## src/rtl/dmhi_consts.svh

```systemverilog
// Offsets, field positions, reset values, command codes and timing figures of the display host port
`ifndef DMHI_CONSTS_SVH
`define DMHI_CONSTS_SVH
// Register byte offsets
`define DMHI_OFF_CTRL 12'h000
`define DMHI_OFF_STAT 12'h004
`define DMHI_OFF_TX 12'h008
// Control fields and reset value
`define DMHI_CTRL_PAR_EN 0
`define DMHI_CTRL_SER_EN 1
`define DMHI_CTRL_RST 2'h3
// Status fields
`define DMHI_ST_BRIGHT_LO 8
`define DMHI_ST_WIDTH4 10
`define DMHI_ST_GFX 11
`define DMHI_ST_CURS_EN 12
`define DMHI_ST_SRC_PAR 13
`define DMHI_ST_SRC_SER 14
`define DMHI_ST_TX_BUSY 15
// Timing figures and clock rate
`define DMHI_CLK_MHZ 10
`define DMHI_T_TXT_US 40
`define DMHI_T_GFX_US 250
`define DMHI_T_CMD_US 40
`define DMHI_T_POR_MS 8
`define DMHI_T_HWR_MS 3
// Command and data codes
`define DMHI_CMD_CLEAR 8'h01
`define DMHI_CMD_W4 8'h20
`define DMHI_CMD_W8 8'h30
`define DMHI_CMD_SETDD 8'h80
`define DMHI_CMD_GFX_LO 8'hF0
`define DMHI_CMD_GFX_HI 8'hF2
`define DMHI_PREFIX 8'h0F
`define DMHI_GLYPH_LIM 8'h10
`define DMHI_EXT_BASE 7'h70
`define DMHI_CURS_HOME 7'h00
`define DMHI_BRIGHT_FULL 2'h0
`endif

```

## src/rtl/dmhi_pkg.sv

```systemverilog
// Types shared by the display host port modules
package dmhi_pkg;
  // Top-level sequencing
  typedef enum logic [0:0] {DMHI_START, DMHI_RUN} dmhi_state_t;
  // Where an accepted byte goes on the display side
  typedef enum logic [2:0] {DMHI_K_CMD, DMHI_K_TEXT, DMHI_K_GLYPH, DMHI_K_GFX, DMHI_K_EXT} dmhi_kind_t;
  // One byte handed to the display engine
  typedef struct packed {
    logic valid;
    dmhi_kind_t kind;
    logic [7:0] data;
    logic [6:0] addr;
  } dmhi_disp_t;
  // One byte assembled by a host input
  typedef struct packed {
    logic valid;
    logic [7:0] data;
  } dmhi_byte_t;
endpackage : dmhi_pkg

```

## src/rtl/dmhi_ser_rx.sv

```systemverilog
// Synchronous serial receiver: MSB-first shift on the rising shift clock, framed by select
`timescale 1ns/1ps
module dmhi_ser_rx (
  input wire logic core_clk,
  input wire logic rst_n,
  input wire logic enable,
  input wire logic serial_shift_clock,
  input wire logic serial_data_in,
  input wire logic serial_select_n,
  output dmhi_pkg::dmhi_byte_t rx
);
  logic sclk_q;
  logic [2:0] bit_cnt;
  logic [6:0] shift;
  logic rise;

  assign rise = serial_shift_clock & ~sclk_q;

  // Edge history of the shift clock
  always_ff @(posedge core_clk or negedge rst_n) begin
    if (!rst_n) begin
      sclk_q <= 1'b0;
    end else begin
      sclk_q <= serial_shift_clock;
    end
  end

  // Bit counter and shifter; deselect realigns to a byte boundary
  always_ff @(posedge core_clk or negedge rst_n) begin
    if (!rst_n) begin
      bit_cnt <= 3'h0;
      shift <= 7'h00;
      rx <= '0;
    end else begin
      rx.valid <= 1'b0;
      if (serial_select_n || !enable) begin
        bit_cnt <= 3'h0;
      end else if (rise) begin
        shift <= {shift[5:0], serial_data_in};
        bit_cnt <= bit_cnt + 3'h1;
        if (bit_cnt == 3'h7) begin
          rx.valid <= 1'b1;
          rx.data <= {shift, serial_data_in};
        end
      end
    end
  end
endmodule : dmhi_ser_rx

```

## src/rtl/dmhi_top.sv

```systemverilog
// Host port of the display module: parallel and serial inputs, busy, status, APB registers
//
// Overview of operation
// - Busy rises on acceptance, falls when ready
// - Status read: busy on D7, cursor D0-D6
// - Latch on strobe fall; select picks data/command
// - Four-bit mode: upper lines, high nibble first
// - No busy between the two nibbles
// - First input to deliver a byte wins
// - Asynchronous serial strap: auto init, cursor on
// - No transmit while host holds
// - Serial bits sampled on rising clock, MSB first
// - Module busy line driven while processing
// - Serial bits only while selected; select realigns
// - Prefix 0FH makes next serial byte a command
// - Power-on internal reset lasts 8ms
// - Hardware reset then 3ms re-initialisation
// - Reset defaults: 8-bit, cleared, cursor 00H, full brightness
// - Text addresses 70H+ go to extended handling
// - Codes 00H-0FH place one of eight glyphs
// - Data busy 40us text, 250us graphic
// - After F0H-F2H data goes straight to display
// - 20H/30H width, then brightness data byte
`timescale 1ns/1ps
`include "dmhi_consts.svh"
module dmhi_top #(
  parameter int POR_CYC = `DMHI_T_POR_MS * 1000 * `DMHI_CLK_MHZ,
  parameter int HWR_CYC = `DMHI_T_HWR_MS * 1000 * `DMHI_CLK_MHZ
) (
  input wire logic core_clk,
  input wire logic rstn,
  input wire logic por_event,
  input wire logic async_serial_sel,
  input wire logic psel,
  input wire logic penable,
  input wire logic pwrite,
  input wire logic [11:0] paddr,
  input wire logic [31:0] pwdata,
  output logic [31:0] prdata,
  output logic pready,
  output logic pslverr,
  input wire logic bus_strobe,
  input wire logic read_write_select,
  input wire logic reg_select_line,
  input wire logic [7:0] parallel_data_in,
  output logic [7:0] parallel_data_out,
  output logic parallel_data_oe_n,
  output logic busy_out,
  input wire logic serial_shift_clock,
  input wire logic serial_data_in,
  input wire logic serial_select_n,
  input wire logic host_hold_line,
  output logic serial_data_out,
  output logic module_busy_line,
  output dmhi_pkg::dmhi_disp_t disp
);
  localparam int TXT_CYC = `DMHI_T_TXT_US * `DMHI_CLK_MHZ;
  localparam int GFX_CYC = `DMHI_T_GFX_US * `DMHI_CLK_MHZ;
  localparam int CMD_CYC = `DMHI_T_CMD_US * `DMHI_CLK_MHZ;

  ////////////////////////////////////////////////////////////////////////////////
  // Reset release and state
  logic rst_q1;
  logic rst_n;
  dmhi_pkg::dmhi_state_t state;
  logic [17:0] busy_cnt;
  logic busy;
  logic [1:0] ctrl;
  logic src_par;
  logic src_ser;
  logic width4;
  logic nib_hi;
  logic [3:0] hi_nib;
  logic gfx_mode;
  logic expect_lum;
  logic prefix_pend;
  logic cursor_en;
  logic [6:0] cursor;
  logic [1:0] bright;
  logic strobe_q;
  logic rs_q;
  logic rw_q;
  logic [7:0] data_q;
  logic sclk_q;
  logic [7:0] tx_shift;
  logic [3:0] tx_cnt;
  dmhi_pkg::dmhi_byte_t ser_rx;
  logic par_ok;
  logic ser_ok;
  logic par_wr;
  logic par_fire;
  logic ser_fire;
  logic acc;
  logic acc_cmd;
  logic [7:0] acc_byte;
  logic prefix_hit;
  logic txt_data;
  logic gfx_data;
  logic wcmd;
  logic apb_acc;
  logic apb_wr;
  logic tx_edge;

  // Two-flop release of the asynchronous reset
  always_ff @(posedge core_clk or negedge rstn) begin
    if (!rstn) begin
      rst_q1 <= 1'b0;
      rst_n <= 1'b0;
    end else begin
      rst_q1 <= 1'b1;
      rst_n <= rst_q1;
    end
  end

  // Register decode, shared by read and write
  function automatic logic reg_hit(input logic [11:0] a);
    reg_hit = (a == `DMHI_OFF_CTRL) || (a == `DMHI_OFF_STAT) || (a == `DMHI_OFF_TX);
  endfunction : reg_hit

  ////////////////////////////////////////////////////////////////////////////////
  // Byte acceptance from either input
  assign par_ok = ctrl[`DMHI_CTRL_PAR_EN] & ~src_ser & (state == dmhi_pkg::DMHI_RUN);
  assign ser_ok = ctrl[`DMHI_CTRL_SER_EN] & ~src_par & (state == dmhi_pkg::DMHI_RUN);
  assign par_wr = strobe_q & ~bus_strobe & ~rw_q & par_ok & ~busy;
  assign par_fire = par_wr & (~width4 | ~nib_hi);
  assign ser_fire = ser_rx.valid & ser_ok & ~busy & ~par_fire;
  assign acc = par_fire | ser_fire;
  assign acc_byte = par_fire ? (width4 ? {hi_nib, data_q[7:4]} : data_q) : ser_rx.data;
  assign acc_cmd = par_fire ? ~rs_q : prefix_pend;
  assign prefix_hit = ser_fire & ~prefix_pend & (ser_rx.data == `DMHI_PREFIX);
  assign txt_data = acc & ~acc_cmd & ~prefix_hit & ~expect_lum & ~gfx_mode;
  assign gfx_data = acc & ~acc_cmd & ~prefix_hit & ~expect_lum & gfx_mode;
  assign wcmd = acc & acc_cmd & ((acc_byte == `DMHI_CMD_W4) || (acc_byte == `DMHI_CMD_W8));
  assign apb_acc = psel & penable & ~pready;
  assign apb_wr = psel & penable & pready & pwrite;
  assign tx_edge = sclk_q & ~serial_shift_clock & ~serial_select_n;

  // Serial receiver
  dmhi_ser_rx u_rx (
    .core_clk(core_clk),
    .rst_n(rst_n),
    .enable(ser_ok),
    .serial_shift_clock(serial_shift_clock),
    .serial_data_in(serial_data_in),
    .serial_select_n(serial_select_n),
    .rx(ser_rx)
  );

  // Previous-cycle copy of the parallel lines, so the strobe-high values are latched
  always_ff @(posedge core_clk or negedge rst_n) begin
    if (!rst_n) begin
      strobe_q <= 1'b0;
      rs_q <= 1'b0;
      rw_q <= 1'b0;
      data_q <= 8'h00;
      sclk_q <= 1'b0;
    end else begin
      strobe_q <= bus_strobe;
      rs_q <= reg_select_line;
      rw_q <= read_write_select;
      data_q <= parallel_data_in;
      sclk_q <= serial_shift_clock;
    end
  end

  ////////////////////////////////////////////////////////////////////////////////
  // Start-up sequencing and busy timer
  always_ff @(posedge core_clk or negedge rst_n) begin
    if (!rst_n) begin
      state <= dmhi_pkg::DMHI_START;
      busy_cnt <= 18'h0_0000;
      busy <= 1'b1;
    end else if (state == dmhi_pkg::DMHI_START) begin
      state <= dmhi_pkg::DMHI_RUN;
      busy_cnt <= por_event ? 18'(POR_CYC) : 18'(HWR_CYC);
      busy <= 1'b1;
    end else if (acc & ~prefix_hit) begin
      busy <= 1'b1;
      if (gfx_data) begin
        busy_cnt <= 18'(GFX_CYC);
      end else if (txt_data) begin
        busy_cnt <= 18'(TXT_CYC);
      end else begin
        busy_cnt <= 18'(CMD_CYC);
      end
    end else if (busy_cnt > 18'h0_0001) begin
      busy_cnt <= busy_cnt - 18'h0_0001;
    end else begin
      busy_cnt <= 18'h0_0000;
      busy <= 1'b0;
    end
  end

  // Input commitment: whichever input delivers the first byte keeps the port
  always_ff @(posedge core_clk or negedge rst_n) begin
    if (!rst_n) begin
      src_par <= 1'b0;
      src_ser <= 1'b0;
    end else if (!src_par && !src_ser) begin
      src_par <= par_fire;
      src_ser <= ser_fire;
    end
  end

  // Nibble tracking for the four-bit bus
  always_ff @(posedge core_clk or negedge rst_n) begin
    if (!rst_n) begin
      nib_hi <= 1'b1;
      hi_nib <= 4'h0;
    end else if (wcmd) begin
      nib_hi <= 1'b1;
    end else if (par_wr && width4) begin
      nib_hi <= ~nib_hi;
      if (nib_hi) begin
        hi_nib <= data_q[7:4];
      end
    end
  end

  ////////////////////////////////////////////////////////////////////////////////
  // Mode, cursor and brightness state; byte classification
  always_ff @(posedge core_clk or negedge rst_n) begin
    if (!rst_n) begin
      width4 <= 1'b0;
      gfx_mode <= 1'b0;
      expect_lum <= 1'b0;
      prefix_pend <= 1'b0;
      cursor_en <= 1'b0;
      cursor <= `DMHI_CURS_HOME;
      bright <= `DMHI_BRIGHT_FULL;
    end else if (state == dmhi_pkg::DMHI_START) begin
      cursor_en <= async_serial_sel;
    end else if (prefix_hit) begin
      prefix_pend <= 1'b1;
    end else if (acc) begin
      if (ser_fire) begin
        prefix_pend <= 1'b0;
      end
      if (acc_cmd) begin
        expect_lum <= wcmd;
        gfx_mode <= (acc_byte >= `DMHI_CMD_GFX_LO) && (acc_byte <= `DMHI_CMD_GFX_HI);
        if (wcmd) begin
          width4 <= (acc_byte == `DMHI_CMD_W4);
        end
        if (acc_byte >= `DMHI_CMD_SETDD && acc_byte < `DMHI_CMD_GFX_LO) begin
          cursor <= acc_byte[6:0];
        end else if (acc_byte == `DMHI_CMD_CLEAR) begin
          cursor <= `DMHI_CURS_HOME;
        end
        if (acc_byte < `DMHI_CMD_GFX_LO) begin
          cursor_en <= 1'b1;
        end else begin
          cursor_en <= 1'b0;
        end
      end else if (expect_lum) begin
        bright <= acc_byte[1:0];
        expect_lum <= 1'b0;
      end else if (!gfx_mode) begin
        cursor <= cursor + 7'h01;
      end
    end
  end

  // Hand each accepted byte to the display engine, except a serial prefix byte or a brightness data byte
  always_ff @(posedge core_clk or negedge rst_n) begin
    if (!rst_n) begin
      disp <= '0;
    end else begin
      disp.valid <= acc & ~prefix_hit & ~(expect_lum & ~acc_cmd);
      disp.data <= acc_byte;
      disp.addr <= cursor;
      if (acc_cmd) begin
        disp.kind <= dmhi_pkg::DMHI_K_CMD;
      end else if (gfx_mode) begin
        disp.kind <= dmhi_pkg::DMHI_K_GFX;
      end else if (cursor >= `DMHI_EXT_BASE) begin
        disp.kind <= dmhi_pkg::DMHI_K_EXT;
      end else if (acc_byte < `DMHI_GLYPH_LIM) begin
        disp.kind <= dmhi_pkg::DMHI_K_GLYPH;
        disp.data <= {5'h00, acc_byte[2:0]};
      end else begin
        disp.kind <= dmhi_pkg::DMHI_K_TEXT;
      end
    end
  end

  ////////////////////////////////////////////////////////////////////////////////
  // Parallel read drive and busy pins
  always_ff @(posedge core_clk or negedge rst_n) begin
    if (!rst_n) begin
      parallel_data_out <= 8'h00;
      parallel_data_oe_n <= 1'b1;
      busy_out <= 1'b1;
      module_busy_line <= 1'b1;
    end else begin
      busy_out <= busy;
      module_busy_line <= busy;
      parallel_data_oe_n <= ~(bus_strobe & read_write_select & par_ok);
      parallel_data_out <= reg_select_line ? 8'h00 : {busy, cursor};
    end
  end

  // Serial transmit toward the host, paused while the host holds
  always_ff @(posedge core_clk or negedge rst_n) begin
    if (!rst_n) begin
      tx_shift <= 8'h00;
      tx_cnt <= 4'h0;
      serial_data_out <= 1'b1;
    end else if (apb_wr && paddr == `DMHI_OFF_TX && tx_cnt == 4'h0) begin
      tx_shift <= pwdata[7:0];
      tx_cnt <= 4'h8;
    end else if (tx_edge && !host_hold_line && tx_cnt != 4'h0) begin
      serial_data_out <= tx_shift[7];
      tx_shift <= {tx_shift[6:0], 1'b0};
      tx_cnt <= tx_cnt - 4'h1;
    end
  end

  ////////////////////////////////////////////////////////////////////////////////
  // APB slave: one wait state, error on unmapped address
  always_ff @(posedge core_clk or negedge rst_n) begin
    if (!rst_n) begin
      pready <= 1'b0;
      pslverr <= 1'b0;
      prdata <= 32'h0000_0000;
    end else begin
      pready <= apb_acc;
      pslverr <= apb_acc & ~reg_hit(paddr);
      prdata <= 32'h0000_0000;
      if (apb_acc && !pwrite && paddr == `DMHI_OFF_CTRL) begin
        prdata[1:0] <= ctrl;
      end else if (apb_acc && !pwrite && paddr == `DMHI_OFF_STAT) begin
        prdata[7:0] <= {busy, cursor};
        prdata[`DMHI_ST_BRIGHT_LO +: 2] <= bright;
        prdata[`DMHI_ST_WIDTH4] <= width4;
        prdata[`DMHI_ST_GFX] <= gfx_mode;
        prdata[`DMHI_ST_CURS_EN] <= cursor_en;
        prdata[`DMHI_ST_SRC_PAR] <= src_par;
        prdata[`DMHI_ST_SRC_SER] <= src_ser;
        prdata[`DMHI_ST_TX_BUSY] <= (tx_cnt != 4'h0);
      end
    end
  end

  // Control register write
  always_ff @(posedge core_clk or negedge rst_n) begin
    if (!rst_n) begin
      ctrl <= `DMHI_CTRL_RST;
    end else if (apb_wr && paddr == `DMHI_OFF_CTRL) begin
      ctrl <= pwdata[1:0];
    end
  end

  ////////////////////////////////////////////////////////////////////////////////
  // Checks
  property p_busy_on_accept;
    @(posedge core_clk) disable iff (!rst_n) (acc && !prefix_hit && state == dmhi_pkg::DMHI_RUN) |=> busy;
  endproperty
  a_busy_on_accept: assert property (p_busy_on_accept) else $error("busy not raised after byte");

  property p_text_busy;
    @(posedge core_clk) disable iff (!rst_n) txt_data |=> busy_cnt == 18'(TXT_CYC);
  endproperty
  a_text_busy: assert property (p_text_busy) else $error("text busy time wrong");

  property p_gfx_busy;
    @(posedge core_clk) disable iff (!rst_n) gfx_data |=> (busy_cnt == 18'(GFX_CYC)) ##1 busy[*8];
  endproperty
  a_gfx_busy: assert property (p_gfx_busy) else $error("graphic busy time wrong");

  property p_no_nibble_busy;
    @(posedge core_clk) disable iff (!rst_n) (par_wr && width4 && nib_hi && !busy) |=> !busy && !disp.valid;
  endproperty
  a_no_nibble_busy: assert property (p_no_nibble_busy) else $error("busy after first nibble");

  property p_prefix_swallow;
    @(posedge core_clk) disable iff (!rst_n) prefix_hit |=> $stable(cursor) && !disp.valid && prefix_pend;
  endproperty
  a_prefix_swallow: assert property (p_prefix_swallow) else $error("prefix byte leaked");

  property p_commit;
    @(posedge core_clk) disable iff (!rst_n) (src_par || src_ser) |=> $stable(src_par) && $stable(src_ser);
  endproperty
  a_commit: assert property (p_commit) else $error("input commitment changed");

  property p_hold;
    @(posedge core_clk) disable iff (!rst_n) host_hold_line |=> $stable(serial_data_out);
  endproperty
  a_hold: assert property (p_hold) else $error("sent while host holds");

  property p_width_align;
    @(posedge core_clk) disable iff (!rst_n) wcmd |=> nib_hi && expect_lum;
  endproperty
  a_width_align: assert property (p_width_align) else $error("nibble phase not realigned");

  property p_status;
    @(posedge core_clk) disable iff (!rst_n)
      (bus_strobe && read_write_select && !reg_select_line && par_ok) |=> parallel_data_out == {$past(busy), $past(cursor)};
  endproperty
  a_status: assert property (p_status) else $error("status byte wrong");
endmodule : dmhi_top

```

## config.mk

```make
export PLATFORM = sky130hd
export DESIGN_NAME = dmhi_top
export DESIGN_NICKNAME = d
export VERILOG_FILES = /design/src/rtl/dmhi_pkg.sv /design/src/rtl/dmhi_ser_rx.sv /design/src/rtl/dmhi_top.sv
export VERILOG_INCLUDE_DIRS = /design/src /design/src/rtl
export SDC_FILE = /design/constraint.sdc
export NUM_CORES = 1
export LEC_CHECK = 0
export ABC_AREA = 1
export ABC_CLOCK_PERIOD_IN_PS = 4950
export BUFFER_PORTS_ARGS = -buffer_cell sky130_fd_sc_hd__clkbuf_2
export CORE_UTILIZATION = 55
export CTS_CLUSTER_DIAMETER = 40
export CTS_CLUSTER_SIZE = 40
export DETAILED_ROUTE_END_ITERATION = 10
export PLACE_DENSITY = 0.81
export SLEW_MARGIN = 30
export SYNTH_ARGS = -nofsm -noshare
export SYNTH_HDL_FRONTEND = slang
export SYNTH_HIERARCHICAL = 1
export SYNTH_SLANG_ARGS = --single-unit
```

## constraint.sdc

```tcl
create_clock -name core_clk -period 4.95 [get_ports core_clk]
set_input_delay 0.99 -clock core_clk [delete_from_list [all_inputs] [get_ports core_clk]]
set_output_delay 0.99 -clock core_clk [all_outputs]
set_load 0.03 [all_outputs]
```

==> summary.txt, run 1 <==
Clock tree
  – Post-CTS resize count: 0
  – CTS tree: yes
  – Total setup buffers inserted after CTS: 0
  – Total CTS buffers: 17
  – CTS root buf: clkbuf_16
  – CTS max path bufs: 2
  – Post-CTS Hold Buffers: 0
  – Worst skew pair latency: 0.43 ns
  – Worst-path clk slew: 0.05 ns
  – H-tree levels: 4
  – Clock tree sinks: 137

Routing
  – Final ANT Viol Nets: 0
  – TritonRoute pass-1 iters: 5
  – Via count: 4863
  – Vias/cell: 5.10
  – Routed WL: 13100 um
  – Drt wl/cell: 13.8 um
  – DRC: 0
  – Initial DRC count: 325

Finish
  – Share of cells above drive strength 1: 0.199
  – Total inserted antenna cells: 0
  – Final #Nets: 873
  – Fin cells: 953
  – Layout area overhead: 17.4%
  – Commonest non-fill, non-tap cell in the layout: nand2_1
  – Final Instance Area: 0.00731 mm^2
  – Most frequent cells in the layout: 196 x nand2_1, 129 x dfrtp_1, 90 x inv_1, 90 x clkbuf_2, 66 x nor2_1

STA
  – Tightest Pin Transition: 0.762 ns
  – Final Slew Violations: 0
  – Min Clock Period, post-route: 2.91 ns
  – Final setup vio count: 0
  – Fin crit share: 0.589
  – Final TNS setup: 0 ns
  – Final setup skew: 0.00812 ns
  – Fmax: 0.343 GHz
  – RSZ-0062 raised after global routing: no
  – Final-report hold violation count: 0
  – Rel. slew slack: 0.492
  – Slack of the critical path: 2.04 ns

Critical path
  – Worst setup path start: bus_strobe
  – R2R cell count: 10
  – CP startpoint kind: input pin
  – CP max stage cell: o21ai_4
  – R2R Path End: cursor[6]
  – CP Class: in -> reg
  – Crit path arrival time: 3.23 ns
  – Crit path cell chain: clkbuf_2, inv_1, nand2_1, nor2_2, nand3_4, o21ai_4, nor2_2, nor3_4, nand2_4, nand2_1, o21ai_2
  – R2R Setup Slk: 2.22 ns
  – Worst Path Required: 5.26 ns
  – Crit end category: register
  – Worst Path Max Fanout: 19
  – Worst setup path end: cursor[6]
  – Reg2reg start: busy
  – Largest stage delay, worst path: 0.51 ns

Logic synthesis
  – Sequential-to-total area share from yosys stat: 0.552
  – Syn. warnings: 6
  – Main synth FF type: dfrtp_1
  – Synth area leader: dfrtp_1
  – Yosys cell types: 42
  – EDFF count, synth: 0
  – Synth Register Bits: 137
  – Post-Synthesis Cell Area: 0.00622 mm^2
  – Async set-reset flop share out of synthesis: 1.00
  – Synth Instances: 702
  – Largest cells by area after synthesis: dfrtp_1 52%, nand2_1 12%, inv_1 5.4%
  – Avg Cell Area, Syn: 8.87 um^2
  – Share of the synthesized area in the top cell type: 0.523

GRT
  – First-pass GRT wire length: 21600 um
  – Remaining Overflow, GRT: 0
  – Pin count of the biggest net entering global routing: 54
  – Vias in the first global route: 4680
  – Number of antenna violations at the first check in global routing: 0
  – Total Routing Usage GR: 0.244

Floorplan
  – Die W: 108 um
  – Initial core utilization: 0.569
  – Die area: 0.0117 mm^2
  – # rows: 38
  – CORE AREA: 0.0109 mm^2
  – I/O pins: 131
  – Die height: 108 um

Power and ir drop
  – Clk pwr share: 0.463
  – Sw Pwr: 0.621 mW
  – Static Leakage: 3.96 nW
  – Internal Power: 1.97 mW
  – Peak VDD IR: 0.206 mV
  – Combinational power share: 0.075
  – Total power: 2.59 mW
  – Pwr Density: 354 mW/mm^2
  – Flop pwr share: 0.462
  – Sw frac: 0.240

Status
  – Status: completed

Place
  – PortBufs: 90
  – Placer Congestion: 0.902
  – Post-Place Setup Slack: 1.63 ns
  – DP HPWL: 9130 um
  – Placed Cells: 921
  – DP Area: 0.00674 mm^2

Worst hold path
  – Hold Path Class: in -> async

Flow run
  – Max Cap Viol: 0
worst min path at each step:
| stage | end | slack, ns |
|---|---|---|
| floorplan | rst_n | 0.33 |
| global placement | rst_n | 0.34 |
| detailed placement | rst_n | 0.34 |
| CTS | rst_q1 | 0.33 |
| global route | rst_n | 0.33 |
| finish | rst_n | 0.34 |
cell families (layout without fill, tap and decap cells):
family	count (synthesis)	in the layout	share of synthesized area
AO/OA/AOI/OAI	64	64	0.0633
XOR/XNOR	18	18	0.0253
adder cells (fa/ha/maj)	7	7	0.0141
buffers and inverters	122	217	0.0885
flip-flops	137	137	0.552
other	2	18	0.00121
AND/OR/NAND/NOR	352	352	0.255
state kept, by name, indices dropped and copies added (netlist names), 8 cells and up:
register	flops
disp	19
busy_cnt	18
prdata	16
u_rx/rx	9
data_q	8
parallel_data_out	8
tx_shift	8
final cells by class:
| cell class | instances | area, um^2 |
|---|---|---|
| fill | 838 | 3630 |
| sequential | 137 | 3440 |
| multi-input combinational | 459 | 2300 |
| clock buffer | 25 | 495 |
| timing repair buffer | 93 | 485 |
| inverter | 92 | 345 |
| tap | 140 | 175 |
| clock inverter | 7 | 68.8 |
cell usage after synthesis (all sizes together) (5+ instances only):
library cell	instances
nand2	204
dfrtp	130
inv	92
nor2	77
nand3	36
o21ai	33
buf	27
nand4	16
xor2	13
a21oi	12
nor3	12
o21bai	9
dfstp	7
ha	7
xnor2	5
worst max-delay path, delay by kind of cell:
family / cells / cell delay [ns]
AO/OA/AOI/OAI: 2 / 0.56
AND/OR/NAND/NOR: 7 / 1.53
buffers and inverters: 2 / 0.15
metal layers:
| layer | share of wire | track usage | routed length [um] | vias up |
|---|---|---|---|---|
| met5 | 0 | 0 | 0 | - |
| met2 | 0.50 | 0.387 | 6570 | 140 |
| li1 | - | - | - | 2365 |
| met4 | 0.031 | 0.134 | 401 | 0 |
| met3 | 0.045 | 0.0699 | 595 | 36 |
| met1 | 0.42 | 0.301 | 5560 | 2322 |
power groups by stage:
| stage | combinational, mW | sequential (mW) | clock [mW] |
|---|---|---|---|
| 2_1_floorplan | 0.136 | 1.22 | 0 |
| 3_3_place_gp | 0.176 | 1.22 | 0 |
| 3_5_place_dp | 0.192 | 1.21 | 0 |
| 4_1_cts | 0.194 | 1.19 | 1.21 |
| 5_1_grt | 0.219 | 1.20 | 1.27 |
| 6_report | 0.193 | 1.19 | 1.20 |
through the flow:
step,hold WS (ns),util
finish,0.340,0.668
global placement,0.337,0.615
detailed placement,0.345,0.617
CTS,0.328,0.668
floorplan,0.331,-
global route,0.327,0.668
(Power assumes the default switching activity.)
==> run 2: changes to the inputs <==
--- a/config.mk
+++ b/config.mk
@@ -7,13 +7,13 @@
 export NUM_CORES = 1
 export LEC_CHECK = 0
 export ABC_AREA = 1
-export ABC_CLOCK_PERIOD_IN_PS = 4950
+export ABC_CLOCK_PERIOD_IN_PS = 2600
 export BUFFER_PORTS_ARGS = -buffer_cell sky130_fd_sc_hd__clkbuf_2
-export CORE_UTILIZATION = 55
+export CORE_UTILIZATION = 49
 export CTS_CLUSTER_DIAMETER = 40
 export CTS_CLUSTER_SIZE = 40
 export DETAILED_ROUTE_END_ITERATION = 10
-export PLACE_DENSITY = 0.81
+export PLACE_DENSITY = 0.77
 export SLEW_MARGIN = 30
 export SYNTH_ARGS = -nofsm -noshare
 export SYNTH_HDL_FRONTEND = slang
==> constraint.sdc (replaced) <==
create_clock -name core_clk -period 2.6 [get_ports core_clk]
set_input_delay 0.52 -clock core_clk [delete_from_list [all_inputs] [get_ports core_clk]]
set_output_delay 0.52 -clock core_clk [all_outputs]
set_load 0.03 [all_outputs]
==> summary.txt, run 2 (synthesis results as in run 1) <==
GRT
  – First-pass GRT wire length: 21500 um
  – Remaining Overflow, GRT: 0
  – Pin count of the biggest net entering global routing: 47
  – Number of antenna violations at the first check in global routing: 0
  – Vias in the first global route: 4571
  – Total Routing Usage GR: 0.216

STA
  – RSZ-0062 raised after global routing: no
  – Rel. slew slack: 0.521
  – Final setup vio count: 0
  – Fmax: 0.433 GHz
  – Final TNS setup: 0 ns
  – Fin crit share: 0.889
  – Final setup skew: 0.00721 ns
  – Final-report hold violation count: 0
  – Min Clock Period, post-route: 2.31 ns
  – Final Slew Violations: 0
  – Tightest Pin Transition: 0.719 ns

Critical path
  – Crit path arrival time: 2.62 ns
  – CP Class: reg -> reg
  – Crit end category: register
  – Worst Path Required: 2.91 ns
  – CP startpoint kind: register
  – Reg2reg start: ctrl[0]
  – Worst setup path start: ctrl[0]
  – Worst Path Max Fanout: 15

Status
  – Status: completed

Power and ir drop
  – Pwr Density: 676 mW/mm^2
  – Peak VDD IR: 0.692 mV
  – Static Leakage: 4.03 nW

Clock tree
  – Post-CTS resize count: 0
  – CTS max path bufs: 2
  – CTS tree: yes
  – Clock tree sinks: 137
  – Worst-path clk slew: 0.06 ns
  – Total CTS buffers: 17
  – H-tree levels: 4
  – Worst skew pair latency: 0.42 ns
  – CTS root buf: clkbuf_16
  – Total setup buffers inserted after CTS: 0

Routing
  – Met3 routed WL: 505 um
  – WL met1: 5710 um
  – Via count: 4777
  – DRC: 0
  – Routed WL: 12800 um
  – Max Used Layer: met4
  – Initial DRC count: 277
  – Vias/cell: 4.82
  – Final ANT Viol Nets: 0
  – Drt wl/cell: 12.9 um
  – TritonRoute pass-1 iters: 5
  – Met2 wire len: 6330 um

Place
  – DP HPWL: 8880 um
  – PortBufs: 90
  – Placer Congestion: 0.872

Floorplan
  – CORE AREA: 0.0122 mm^2
  – # rows: 40
  – I/O pins: 131
  – Die height: 115 um
  – Die area: 0.0132 mm^2
  – Die W: 115 um
  – Initial core utilization: 0.510

Finish
  – Commonest non-fill, non-tap cell in the layout: nand2_1
  – Fill count: 1089
  – Total inserted antenna cells: 0
  – Share of cells above drive strength 1: 0.213
  – Biggest regs: disp x19, busy_cnt x18, prdata x16
  – Finished Core Util: 0.612
  – Final #Nets: 883
  – Layout area overhead: 20.0%
  – Area of the multi-input gates: 0.00230 mm^2
  – Largest Register: disp
  – Number of flip-flops in the largest register: 19
  – Register area: 0.00344 mm^2
  – Most frequent cells in the layout: 196 x nand2_1, 129 x dfrtp_1, 90 x inv_1, 90 x clkbuf_2, 66 x nor2_1

Worst hold path
  – Hold Path Class: in -> reg
  – Hold path start: parallel_data_in[1]

Flow run
  – Max Cap Viol: 0
run 2: final cells by class:
| type | instances | area share |
|---|---|---|
| sequential | 137 | 0.461 |
| multi-input combinational | 459 | 0.307 |
| timing repair buffer | 103 | 0.0771 |
| clock buffer | 21 | 0.0643 |
| inverter | 92 | 0.0462 |
| tap | 168 | 0.0281 |
| clock inverter | 11 | 0.0161 |
run 2: where the power goes:
group,total [mW],internal [mW],leakage (nW),switching (mW)
Combinational,0.371,0.132,2.04,0.239
Sequential,2.27,2.21,1.70,0.0654
Clock,2.40,1.51,0.291,0.896
Total,5.05,3.84,4.03,1.20
run 2: worst paths after layout:
path	depth (start not counted)	to	slack (ns)
worst min register to register	0	disp[18]	0.35
min in group asynchronous	0	disp[18]	0.35
worst min-delay path	1	data_q[1]	0.21
worst max register to register	12	cursor[0]	0.29
max in group asynchronous	1	serial_data_out	1.54
worst max-delay path	12	cursor[0]	0.29
run 2: layer usage:
layer	up-vias	track usage
li1	2384	-
met1	2273	0.273
met2	101	0.349
met3	19	0.0709
met4	0	0.0762
met5	-	0
run 2: through the flow:
step	power, mW	setup slack [ns]	hold slack, ns	instance area, um^2	cells
detailed placement	2.67	0.229	0.306	6860	958
global route	5.25	0.0655	0.184	7470	991
CTS	5.08	0.296	0.186	7470	991
floorplan	2.58	0.329	0.224	6280	718
finish	5.05	0.289	0.205	7470	991
global placement	2.67	0.262	0.307	6860	958
run 2: what timing repair did:
action | 4_1_cts | 5_1_grt
hold buffers | 1 | 0
hold endpoints to repair | 2 | 0
setup endpoints to repair | 0 | 0
run 2: worst max-delay path: stages (launching register included):
cell	delay [ns]
dfstp_2	0.58
nand2_4	0.07
nor2_8	0.19
nand3_4	0.21
nand2_1	0.14
inv_1	0.06
nand3_1	0.11
nand2_2	0.07
buf_4	0.16
nor3_4	0.30
nand2_4	0.15
nor2_2	0.11
nor2_1	0.05
==> run 3: changes to the inputs <==
--- a/config.mk
+++ b/config.mk
@@ -9,11 +9,12 @@
 export ABC_AREA = 1
 export ABC_CLOCK_PERIOD_IN_PS = 2600
 export BUFFER_PORTS_ARGS = -buffer_cell sky130_fd_sc_hd__clkbuf_2
+export CORE_MARGIN = 1
 export CORE_UTILIZATION = 49
 export CTS_CLUSTER_DIAMETER = 40
 export CTS_CLUSTER_SIZE = 40
 export DETAILED_ROUTE_END_ITERATION = 10
-export PLACE_DENSITY = 0.77
+export PLACE_DENSITY = 0.72
 export SLEW_MARGIN = 30
 export SYNTH_ARGS = -nofsm -noshare
 export SYNTH_HDL_FRONTEND = slang
==> summary.txt, run 3 (synthesis results as in run 1) <==
Status
  – Status: completed

Power and ir drop
  – Peak VDD IR: 0.304 mV
  – Internal Power: 3.69 mW
  – Pwr Density: 657 mW/mm^2
  – Sw Pwr: 1.16 mW
  – Flop pwr share: 0.469
  – Static Leakage: 3.98 nW
  – Total power: 4.85 mW
  – Combinational power share: 0.076
  – Sw frac: 0.239
  – Clk pwr share: 0.455

Clock tree
  – Clock tree sinks: 137
  – Worst skew pair latency: 0.42 ns
  – H-tree levels: 4
  – CTS root buf: clkbuf_16
  – CTS tree: yes
  – Total setup buffers inserted after CTS: 0
  – Worst-path clk slew: 0.06 ns
  – CTS max path bufs: 2
  – Total CTS buffers: 17

Finish
  – Final #Nets: 879
  – Number of flip-flops in the largest register: 19
  – Finished Core Util: 0.604
  – Commonest non-fill, non-tap cell in the layout: nand2_1
  – Fill count: 1064
  – Largest Register: disp
  – Most frequent cells in the layout: 196 x nand2_1, 129 x dfrtp_1, 90 x inv_1, 90 x clkbuf_2, 66 x nor2_1
  – Share of cells above drive strength 1: 0.203
  – Total inserted antenna cells: 0
  – Layout area overhead: 18.6%
  – Biggest regs: disp x19, busy_cnt x18, prdata x16
  – Fin cells: 987

STA
  – Fmax: 0.435 GHz
  – Fin crit share: 0.884
  – Min Clock Period, post-route: 2.30 ns
  – Tightest Pin Transition: 0.765 ns
  – Slack of the critical path: 0.303 ns
  – Final setup skew: 0.00936 ns
  – Rel. slew slack: 0.490
  – Final setup vio count: 0
  – Final Slew Violations: 0
  – Final TNS setup: 0 ns
  – RSZ-0062 raised after global routing: no
  – Final-report hold violation count: 0

Place
  – Post-Place Setup Slack: 0.267 ns
  – PortBufs: 90
  – DP HPWL: 9420 um
  – Placed Cells: 954
  – Placer Congestion: 0.858

Critical path
  – Worst Path Required: 2.91 ns
  – CP startpoint kind: register
  – Largest stage delay, worst path: 0.42 ns
  – Crit end category: register
  – Buf/Inv on CP: 3
  – CP Class: reg -> reg
  – Crit path arrival time: 2.60 ns
  – Worst Path Max Fanout: 10
  – CP dominant cell by count: inv_1
  – CP max stage cell: nor2_1
  – Crit path cell chain: inv_1, ha_1, inv_1, nor3_1, nand2_1, nor2_1, a21oi_1, a21oi_1, inv_1
  – CP top delay family: simple AND/OR/NAND/NOR gates

Routing
  – DRC: 0
  – Routed WL: 13000 um
  – Vias/cell: 4.90
  – Drt wl/cell: 13.2 um
  – Final ANT Viol Nets: 0
  – Via count: 4837
  – Initial DRC count: 382
  – TritonRoute pass-1 iters: 5

GRT
  – First-pass GRT wire length: 21500 um
  – Total Routing Usage GR: 0.215
  – Vias in the first global route: 4702
  – Remaining Overflow, GRT: 0
  – Number of antenna violations at the first check in global routing: 0
  – Pin count of the biggest net entering global routing: 48

Floorplan
  – # rows: 40
  – Die W: 115 um
  – Initial core utilization: 0.510
  – CORE AREA: 0.0122 mm^2
  – Die area: 0.0132 mm^2
  – Die height: 115 um
  – I/O pins: 131

Flow run
  – Max Cap Viol: 0

Worst hold path
  – Hold Path Class: in -> reg
[run 3: cell count changes in the layout (fill, tap and decap cells not counted), moves of 2 or more]
cell	delta
clkbuf_1	+5
buf_4	-4
clkbuf_8	-2
clkinvlp_4	-2
[run 3: final timing paths]
check / start / to / slack (ns) / depth (start not counted)
max reg2reg: tx_cnt[0] / tx_cnt[1] / 0.30 / 9
min reg2reg: rst_n / busy_cnt[3] / 0.35 / 0
max in group asynchronous: rst_n / serial_data_out / 1.49 / 1
max: tx_cnt[0] / tx_cnt[1] / 0.30 / 9
min in group asynchronous: rst_n / busy_cnt[3] / 0.35 / 0
min: parallel_data_in[2] / data_q[2] / 0.20 / 1
[run 3: timing repair]
item,in CTS,in global routing
hold endpoints to repair,2,0
hold buffers,1,0
resized for setup,0,0
[run 3: routing by layer]
metal	part of all wire	wire length [um]	GRT usage
met1	0.44	5730	0.267
met2	0.50	6470	0.354
met3	0.040	521	0.0588
met4	0.024	308	0.0952
met5	0	0	0
[run 3: metrics by stage]
step	area [um^2]	hold slack (ns)
after floorplan	6280	0.224
after global placement	6830	0.306
after detailed placement	6830	0.311
after CTS	7380	0.180
after global routing	7380	0.187
final	7380	0.202
[run 3: power groups by stage]
| stage | combinational [mW] | clock [mW] | sequential [mW] |
|---|---|---|---|
| finish | 0.368 | 2.21 | 2.27 |
| global route | 0.423 | 2.34 | 2.29 |
| global placement | 0.350 | 0 | 2.30 |
| CTS | 0.371 | 2.26 | 2.27 |
| floorplan | 0.259 | 0 | 2.32 |
| detailed placement | 0.364 | 0 | 2.31 |
[run 3: area by class of cell]
| class | count | area [um^2] | area share |
|---|---|---|---|
| flip-flops and latches | 137 | 3440 | 0.466 |
| multi-input cells | 459 | 2300 | 0.311 |
| repair buffers | 99 | 546 | 0.0739 |
| clock buffers | 24 | 472 | 0.0639 |
| inverters | 92 | 345 | 0.0468 |
| well taps | 168 | 210 | 0.0285 |
| clock inverters | 8 | 71.3 | 0.00966 |
